$ cat src/shared/mpc_regs.svh
`ifndef MPC_REGS_SVH
`define MPC_REGS_SVH

// ****************************************************************
// Widths of the timebase and duty paths
// ****************************************************************
`define MPC_CNT_W        8
`define MPC_CNT_MAX      8'hff
`define MPC_SPREAD_W     8

// ****************************************************************
// Reset values
// ****************************************************************
`define MPC_RST_CNT      8'h00
`define MPC_RST_DUTY     8'h00
`define MPC_RST_TOP      8'hff

// ****************************************************************
// Multi-value update layout
// ****************************************************************
`define MPC_IM_SLOTS     4
`define MPC_SEL_W        5

`endif
$ cat src/shared/mpc_pkg.sv
`default_nettype none

package mpc_pkg;

    typedef logic [7:0] mpc_duty_t;

    typedef enum logic [0:0] {
        MPC_UPD_IDLE,
        MPC_UPD_WAIT
    } mpc_upd_e;

endpackage : mpc_pkg

`default_nettype wire

$ cat src/rtl/mpc_channel.sv
`timescale 1ns/1ps
`default_nettype none
`include "mpc_regs.svh"

module mpc_channel
    import mpc_pkg::*;
#(
    parameter bit EVT_EN = 1'b1
) (
    input  wire logic                  clk_sys,
    input  wire logic                  rst,
    input  wire logic [`MPC_CNT_W-1:0] count,
    input  wire logic                  load,
    input  wire mpc_duty_t             load_val,
    input  wire logic                  step_up,
    input  wire logic                  step_down,
    output mpc_duty_t                  duty,
    output logic                       wave
);

    mpc_duty_t next_duty;
    logic      next_wave;

    always_comb begin
        next_duty = duty;
        if (load) begin
            next_duty = load_val;
        end else if (EVT_EN && step_up && !step_down && duty != `MPC_CNT_MAX) begin
            next_duty = duty + 8'h01;
        end else if (EVT_EN && step_down && !step_up && duty != `MPC_RST_DUTY) begin
            next_duty = duty - 8'h01;
        end
        // Left-aligned, non-inverted compare against the shared count.
        next_wave = (duty != `MPC_RST_DUTY) && (count <= duty);
    end

    always_ff @(posedge clk_sys) begin
        if (rst) begin
            duty <= `MPC_RST_DUTY;
            wave <= 1'b0;
        end else begin
            duty <= next_duty;
            wave <= next_wave;
        end
    end

endmodule : mpc_channel

`default_nettype wire

$ cat src/rtl/mpc_pwm_controller.sv
`timescale 1ns/1ps
`default_nettype none
`include "mpc_regs.svh"

// What this block does
// - Each channel drives an 8-bit left-aligned non-inverted waveform on its own line.
// - One shared 8-bit timebase counter sets the period of all channels.
// - Every channel keeps its own 8-bit duty value compared against the counter.
// - Single-value update loads one duty into any chosen channels together.
// - Multi-value update loads four duties into four selected channels together.
// - Duty changes are staged and handed over without glitching the outputs.
// - Increase or decrease events move a channel's duty by exactly one.
// - A match event fires when the counter equals channel 0's duty.
// - An interrupt is raised when the counter wraps past its effective top.
// - Composite mode XORs each channel pair onto the pair's even output, its inverse onto the odd.
// - On enable the counter runs from zero to effective top, then restarts.
// - With spread zero the effective top equals the programmed top.
// - The clear bit resets the counter at once, glitches allowed.
// - Without clocks the block holds state and resumes when clocks return.
// - Processor debug halt does not stop the counter or outputs.
// - Output low for duty zero or count above duty, else high.
// - New duties apply at top, or at once while disabled; busy stays set until then.
// - Updates arriving while busy are dropped.
module mpc_pwm_controller
    import mpc_pkg::*;
#(
    parameter int                NCH     = 32,
    parameter logic [NCH-1:0]    EVT_MASK = '1
) (
    input  wire logic                                 clk_sys,
    input  wire logic                                 rst,
    input  wire logic                                 enable,
    input  wire logic                                 timebase_clear_bit,
    input  wire logic [`MPC_CNT_W-1:0]                top_value_reg,
    input  wire logic [`MPC_SPREAD_W-1:0]             spread,
    input  wire logic [NCH/2-1:0]                     composite_en,
    input  wire logic                                 is_write,
    input  wire mpc_duty_t                            is_duty,
    input  wire logic [NCH-1:0]                       is_chset,
    input  wire logic                                 im_write,
    input  wire logic [`MPC_IM_SLOTS*8-1:0]           im_duty,
    input  wire logic [`MPC_IM_SLOTS*`MPC_SEL_W-1:0]  im_sel,
    input  wire logic [NCH-1:0]                       evt_increase,
    input  wire logic [NCH-1:0]                       evt_decrease,
    input  wire logic                                 overflow_clear,
    output logic [NCH-1:0]                            pwm_out,
    output logic [NCH-1:0]                            open_drain_pwm_out,
    output logic [NCH-1:0]                            open_drain_pwm_oe_n,
    output logic                                      match_event,
    output logic                                      overflow_irq,
    output logic                                      busy,
    output logic [`MPC_CNT_W-1:0]                     timebase_counter
);

    // ****************************************************************
    // Timebase and spread counters
    // ****************************************************************
    logic signed [9:0]       sprd;
    logic signed [9:0]       next_sprd;
    logic [`MPC_CNT_W-1:0]   next_cnt;
    logic signed [9:0]       sprd_lo;
    logic signed [9:0]       sprd_hi;
    logic signed [9:0]       sprd_eff;
    logic signed [9:0]       etv_wide;
    logic [`MPC_CNT_W-1:0]   effective_top_value;
    logic                    wrap;
    logic                    next_overflow;
    logic                    next_match;

    // ****************************************************************
    // Spread limits
    // ****************************************************************
    // The spread range is clamped so the effective top never leaves 0..255.
    always_comb begin
        if ({2'b00, spread} > {2'b00, top_value_reg}) begin
            sprd_lo = -$signed({2'b00, top_value_reg});
        end else begin
            sprd_lo = -$signed({2'b00, spread});
        end
        if ({2'b00, spread} > {2'b00, `MPC_CNT_MAX} - {2'b00, top_value_reg}) begin
            sprd_hi = $signed({2'b00, `MPC_CNT_MAX} - {2'b00, top_value_reg});
        end else begin
            sprd_hi = $signed({2'b00, spread});
        end
        if (sprd < sprd_lo) begin
            sprd_eff = sprd_lo;
        end else if (sprd > sprd_hi) begin
            sprd_eff = sprd_hi;
        end else begin
            sprd_eff = sprd;
        end
        etv_wide            = $signed({2'b00, top_value_reg}) + sprd_eff;
        effective_top_value = etv_wide[`MPC_CNT_W-1:0];
    end

    // ****************************************************************
    // Timebase counter
    // ****************************************************************
    // Comparing with >= lets a top lowered below the running count wrap
    // at once instead of running on to 255 first.
    assign wrap = enable && !timebase_clear_bit && (timebase_counter >= effective_top_value);

    always_comb begin
        next_cnt  = timebase_counter;
        next_sprd = sprd;
        if (!enable) begin
            // Held at zero while disabled so enabling starts a clean period.
            next_cnt  = `MPC_RST_CNT;
            next_sprd = sprd_lo;
        end else if (timebase_clear_bit) begin
            next_cnt  = `MPC_RST_CNT;
            next_sprd = sprd_lo;
        end else if (wrap) begin
            next_cnt = `MPC_RST_CNT;
            if (sprd_eff >= sprd_hi) begin
                next_sprd = sprd_lo;
            end else begin
                next_sprd = sprd_eff + 10'sd1;
            end
        end else begin
            next_cnt = timebase_counter + 8'h01;
        end
    end

    // Nothing here can stop the clock or listen to a processor halt: a
    // stopped clock simply freezes every register, and counting picks up
    // where it left off once the clock returns.
    always_ff @(posedge clk_sys) begin
        if (rst) begin
            timebase_counter <= `MPC_RST_CNT;
            sprd             <= 10'sd0;
        end else begin
            timebase_counter <= next_cnt;
            sprd             <= next_sprd;
        end
    end

    // ****************************************************************
    // Staged duty updates
    // ****************************************************************
    mpc_upd_e              upd_state;
    mpc_upd_e              next_upd_state;
    logic [NCH-1:0]        pend_mask;
    logic [NCH-1:0]        next_pend_mask;
    // One staged value per channel lets a multi-value request carry four
    // different duties at once.
    mpc_duty_t             pend_val [NCH];
    mpc_duty_t             next_pend_val [NCH];
    logic                  apply;
    logic                  next_busy;
    mpc_duty_t             duty_q [NCH];
    logic [NCH-1:0]        wave;

    // Applying only at the wrap keeps every period whole; a disabled
    // counter never wraps, so staged values then go straight in.
    assign apply = (upd_state == MPC_UPD_WAIT) && (wrap || !enable);

    always_comb begin
        logic [`MPC_SEL_W-1:0] sel;
        sel            = '0;
        next_upd_state = upd_state;
        next_pend_mask = pend_mask;
        for (int c = 0; c < NCH; c++) begin
            next_pend_val[c] = pend_val[c];
        end
        case (upd_state)
            MPC_UPD_IDLE: begin
                // Only one request is taken per cycle; single-value wins.
                if (is_write) begin
                    next_pend_mask = is_chset;
                    for (int c = 0; c < NCH; c++) begin
                        next_pend_val[c] = is_duty;
                    end
                    next_upd_state = MPC_UPD_WAIT;
                end else if (im_write) begin
                    next_pend_mask = '0;
                    // Later slots overwrite earlier ones on a repeated channel.
                    // A select at or above NCH matches no channel, so that slot is dropped.
                    for (int s = 0; s < `MPC_IM_SLOTS; s++) begin
                        sel = im_sel[s*`MPC_SEL_W +: `MPC_SEL_W];
                        for (int c = 0; c < NCH; c++) begin
                            if (32'(sel) == c) begin
                                next_pend_mask[c] = 1'b1;
                                next_pend_val[c]  = im_duty[s*8 +: 8];
                            end
                        end
                    end
                    next_upd_state = MPC_UPD_WAIT;
                end
            end
            MPC_UPD_WAIT: begin
                // New requests are ignored here, whatever they carry.
                if (apply) begin
                    next_pend_mask = '0;
                    next_upd_state = MPC_UPD_IDLE;
                end
            end
            default: begin
                // A stray state drops whatever was staged rather than loading it.
                next_pend_mask = '0;
                next_upd_state = MPC_UPD_IDLE;
            end
        endcase
        next_busy = (next_upd_state == MPC_UPD_WAIT);
    end

    always_ff @(posedge clk_sys) begin
        if (rst) begin
            upd_state <= MPC_UPD_IDLE;
            pend_mask <= '0;
            busy      <= 1'b0;
            for (int c = 0; c < NCH; c++) begin
                pend_val[c] <= `MPC_RST_DUTY;
            end
        end else begin
            upd_state <= next_upd_state;
            pend_mask <= next_pend_mask;
            busy      <= next_busy;
            for (int c = 0; c < NCH; c++) begin
                pend_val[c] <= next_pend_val[c];
            end
        end
    end

    // ****************************************************************
    // Channels
    // ****************************************************************
    // Channels whose mask bit is clear never act on event pulses, so their
    // duty moves only by staged loads.
    for (genvar g = 0; g < NCH; g++) begin : gen_ch
        mpc_channel #(
            .EVT_EN (EVT_MASK[g])
        ) u_ch (
            .clk_sys   (clk_sys),
            .rst       (rst),
            .count     (timebase_counter),
            .load      (apply && pend_mask[g]),
            .load_val  (pend_val[g]),
            .step_up   (evt_increase[g]),
            .step_down (evt_decrease[g]),
            .duty      (duty_q[g]),
            .wave      (wave[g])
        );
    end

    // ****************************************************************
    // Status flags
    // ****************************************************************
    // The match pulse is held off while disabled, so a parked counter at
    // zero does not pulse every cycle against a zero duty on channel 0.
    always_comb begin
        // Software clears the sticky flag, but a wrap in the same cycle wins.
        next_overflow = wrap || (overflow_irq && !overflow_clear);
        next_match    = enable && (timebase_counter == duty_q[0]);
    end

    always_ff @(posedge clk_sys) begin
        if (rst) begin
            overflow_irq <= 1'b0;
            match_event  <= 1'b0;
        end else begin
            overflow_irq <= next_overflow;
            match_event  <= next_match;
        end
    end

    // ****************************************************************
    // Output stage
    // ****************************************************************
    logic [NCH-1:0] next_out;

    always_comb begin
        // In a composite pair the even line carries the XOR, the odd line its inverse.
        next_out = wave;
        for (int p = 0; p < NCH/2; p++) begin
            if (composite_en[p]) begin
                next_out[2*p]   = wave[2*p] ^ wave[2*p+1];
                next_out[2*p+1] = ~(wave[2*p] ^ wave[2*p+1]);
            end
        end
    end

    // The open-drain pin only ever pulls low, so its data stays zero and
    // the enable alone carries the waveform.
    always_ff @(posedge clk_sys) begin
        if (rst) begin
            pwm_out             <= '0;
            open_drain_pwm_out  <= '0;
            open_drain_pwm_oe_n <= '0;
        end else begin
            pwm_out             <= next_out;
            open_drain_pwm_out  <= '0;
            open_drain_pwm_oe_n <= next_out;
        end
    end

endmodule : mpc_pwm_controller

`default_nettype wire

$ cat config.mk
export PLATFORM = sky130hd
export DESIGN_NAME = mpc_pwm_controller
export DESIGN_NICKNAME = d
export VERILOG_FILES = /design/src/shared/mpc_pkg.sv /design/src/rtl/mpc_channel.sv /design/src/rtl/mpc_pwm_controller.sv
export VERILOG_INCLUDE_DIRS = /design/src /design/src/shared
export SDC_FILE = /design/constraint.sdc
export NUM_CORES = 2
export LEC_CHECK = 0
export BUFFER_PORTS_ARGS = -buffer_cell sky130_fd_sc_hd__buf_4
export CORE_ASPECT_RATIO = 0.5
export CORE_MARGIN = 2
export CORE_UTILIZATION = 49
export CTS_CLUSTER_SIZE = 16
export DETAILED_ROUTE_END_ITERATION = 10
export HOLD_SLACK_MARGIN = 0.06
export PLACE_DENSITY = 0.66
export SYNTH_ARGS = -nofsm -noshare
export SYNTH_HDL_FRONTEND = slang
export SYNTH_SLANG_ARGS = --single-unit
$ cat constraint.sdc
create_clock -name clk_sys -period 9.1 [get_ports clk_sys]
set_input_delay 0.91 -clock clk_sys [delete_from_list [all_inputs] [get_ports clk_sys]]
set_output_delay 0.91 -clock clk_sys [all_outputs]
set_load 0.01 [all_outputs]
==> impl_results.md <==
* Critical Path End Type: flop
* Final period util at 91.9%
* Failing checks: DRC
* Fin nets at 7,833
* Seq/Total Area, Yosys at 23.8%
* Peak VDD IR at 115 uV
* #FFs+latches synth at 629
* Die Y at 236 um
* Largest net degree at the start of global routing at 196
* CP most frequent cell: a21o_1
* Worst-margin pin slew at 1250 ps
* Post-route cell area at 0.0581 sq mm
* Layout cells sized above 1 at 8.24%
* Post-CTS Setup Inserts at 0
* Tot GR Track Use at 33.7%
* Root buf cell: clkbuf_16
* Max Cap Violations at 0
* CTS tree: yes
* Worst Path Class, Setup: in2reg
* Clock latency on the worst-skew pair at 670 ps
* Final WL at 194,000 um
* Initial drt markers at 6,368
* Synthesized area per cell at 7.42 sq um
* Post-synth cell types at 86
* DIE AREA at 0.111 sq mm
* Sequential Power Share at 32.5%
* Flop2flop setup slack at 2440 ps
* WL/cell at 22.5 um
* Placement Cell Area at 0.0557 sq mm
* Vias in the first global route at 49,400
* CTS max path bufs at 3
* Area of the core at 0.107 sq mm
* Fmax at 120 MHz
* Sw Pwr at 4310 uW
* Cells on worst reg2reg path at 26
* Crit path to: gen_ch[3].u_ch.duty[4]$_SDFFE_PP0P_
* WP data required at 9640 ps
* CP Launch Type: input port
* Sw Ratio at 38.5%
* Vias per std cell at 6.26
* Normalized max-slew margin at 16.4%
* Crit-path max FO at 25
* Share of power burned in the clock network at 26.6%
* Logic pwr share at 40.9%
* CTS clk-pin slew, worst paths at 60 ps
* EDFF count, synth at 0
* Max incr delay on CP at 610 ps
* Crit path launch: top_value_reg[1]
* Compound-gate portion of the synthesized area at 26.9%
* Primary FF master, synth: dfxtp_1
* Num Clock Sinks at 629
* CTS Buf Count at 67
* Critical path depth in cells at 34
* Fin. max-slew vios at 0
* Aggregate global routing overflow at 0
* Asr flop ratio synth at 0%
* Share of synthesized area spent on multiplexers at 5.40%
* Vias after detailed routing at 53,900
* I/O Buffers at 269
* Antenna viol nets, final at 0
* Residual DRC at 1
* Count of final setup violators at 0
* Pint at 6890 uW
* RSZ-0062 raised after global routing: false
* Yosys synthesis warning count at 0
* Critical path's top delay family: compound AO/OA/AOI/OAI gates
* Hold Crit Class: reg2reg
* Layout area overhead at 9.65%
* CP arrival at 8900 ps
* Power Density at 193 mW/mm^2
* Initial antenna violation count at 17
* Outcome: complete, but fails checks
* Cell area after synthesis at 0.0529 sq mm
* Synth Area in Adders at 13.2%
* Detail Placement HPWL at 130,000 um
* Post-CTS Hold Buffers at 0
* Hold Vio Cnt, Final at 0
* Worst reg2reg path startpoint: sprd[3]$_SDFFE_PP0P_
* Slowest stage cell, crit path: a31oi_1
* XOR/XNOR Fraction of Synth Area at 4.25%
* Total negative slack at 0 ps
* Post-CTS sizing at 0
* Minimum clock period at 8360 ps
* Syn Inst Count at 7,140
* Worst R2R End: gen_ch[3].u_ch.duty[4]$_SDFFE_PP0P_
* Buf+Inv Stages, Crit Path at 6
* I/O pin cnt at 302
* CTS HTree Levels at 3
* Leak pwr at 0.0248 uW
* Largest family of logic cells by synthesized area: compound AO/OA/AOI/OAI gates
* Routability cong. at 1.02
* Simple logic cell fraction of the synthesized area at 19.7%
* Global-route wire length before repair at 294,000 um
* Final Skew at 20.2 ps
* Drt first pass iters at 11
* Row count at 85
* Die Width at 469 um
* Initial core utilization at 49.3%
-- stage by stage --
step / setup slack [ps] / cells / total power, uW / utilization (%) / hold slack [ps]
final: 740 / 8600 / 11200 / 54.1 / 459
after global routing: 221 / 8599 / 11900 / 54.1 / 484
after CTS: 873 / 8584 / 11100 / 54.1 / 460
after detailed placement: 198 / 8467 / 8160 / 51.9 / 452
after global placement: 369 / 8467 / 8120 / 51.9 / 443
after floorplan: 583 / 7171 / 6990 / - / 436
-- cell type report --
type	count	area [sq um]
well taps	1435	1800
repair buffers	378	2920
clock buffers	94	2010
multi-input cells	5647	37000
clock inverters	23	312
flip-flops and latches	629	12600
diodes	16	40.0
fillers	10300	49300
inverters	378	1420
-- worst min-delay path, stage by stage, from the launching register on --
cell and delay (ps):
dfxtp_1 310, nand2_1 50, a21oi_1 50
-- cell families (layout without fill, tap and decap cells) --
kind of cell,count (synthesis),in the layout
other,1,48
AOI/OAI and AO/OA,2300,2300
muxes,284,284
adders and majority gates,537,537
DFF,629,629
and+or+nand+nor,2239,2239
buffers and inverters,895,873
xor gates and xnor gates,255,255
-- Yosys cell counts, drive strengths merged (11+ instances only) --
master | number | area share [%]
and3 | 40 | 0.50
a211oi | 324 | 4.6
a221oi | 107 | 1.8
a21o | 80 | 1.1
nor4 | 12 | 0.17
o21ai | 241 | 2.3
or4 | 37 | 0.52
o32ai | 35 | 0.58
ha | 504 | 12
xnor2 | 163 | 2.7
xor2 | 92 | 1.5
mux2i | 279 | 5.3
or3 | 38 | 0.45
nand4 | 143 | 1.7
nand2b | 116 | 1.4
fa | 33 | 1.2
nand2 | 504 | 3.6
buf | 81 | 1.0
nand3b | 11 | 0.16
o211ai | 100 | 1.4
nand3 | 232 | 2.2
o21bai | 100 | 1.4
a31oi | 46 | 0.56
clkbuf | 436 | 3.1
inv | 377 | 2.7
dfxtp | 629 | 24
o21a | 34 | 0.50
a21oi | 1115 | 11
nor2b | 110 | 1.3
a22oi | 33 | 0.47
a31o | 33 | 0.55
nor2 | 776 | 5.5
nor3 | 189 | 1.8
-- layout by cell type, fill, tap and decap left out, types with 143 or more instances in the layout --
cell and count:
a21oi_1 1112, ha_1 504, dfxtp_1 621, nand2_1 504
o21ai_0 235, nand3_1 231, a211oi_1 321, nor3_1 186
nor2_1 774, buf_4 371, xnor2_1 162, inv_1 376
mux2i_1 278, nand4_1 143
-- per-layer routing --
layer	wire length [um]	global-route usage [%]
met5	10	0
met4	9940	15.0
met3	20400	7.17
met2	80600	50.0
met1	82800	46.7
-- worst min path at each step --
stage	startpoint	endpoint	slack (ps)	cells after the start
2_1_floorplan	pend_val[0][17]$_SDFFE_PP0P_	pend_val[0][17]$_SDFFE_PP0P_	440	2
3_3_place_gp	pend_val[1][34]$_SDFFE_PP0P_	pend_val[1][34]$_SDFFE_PP0P_	440	2
3_5_place_dp	pend_val[1][34]$_SDFFE_PP0P_	pend_val[1][34]$_SDFFE_PP0P_	450	2
4_1_cts	pend_val[1][34]$_SDFFE_PP0P_	pend_val[1][34]$_SDFFE_PP0P_	460	2
5_1_grt	pend_val[1][21]$_SDFFE_PP0P_	pend_val[1][21]$_SDFFE_PP0P_	480	2
6_report	pend_val[1][34]$_SDFFE_PP0P_	pend_val[1][34]$_SDFFE_PP0P_	460	2
-- state kept, by name, indices dropped and copies added, names as in the netlist --
name,count
pend_mask,32
gen_ch.u_ch.duty,256
overflow_irq,1
open_drain_pwm_oe_n,32
pend_val,256
gen_ch.u_ch.wave,32
upd_state,1
timebase_counter,8
sprd,10
match_event,1
-- power groups by stage --
stage	logic [uW]	clock network, uW	registers (uW)
after floorplan	3440	0	3540
after global placement	4430	0	3690
after global routing	5130	3110	3700
final	4580	2970	3640
after CTS	4510	3000	3630
after detailed placement	4480	0	3690
(Power assumes the default switching activity.)
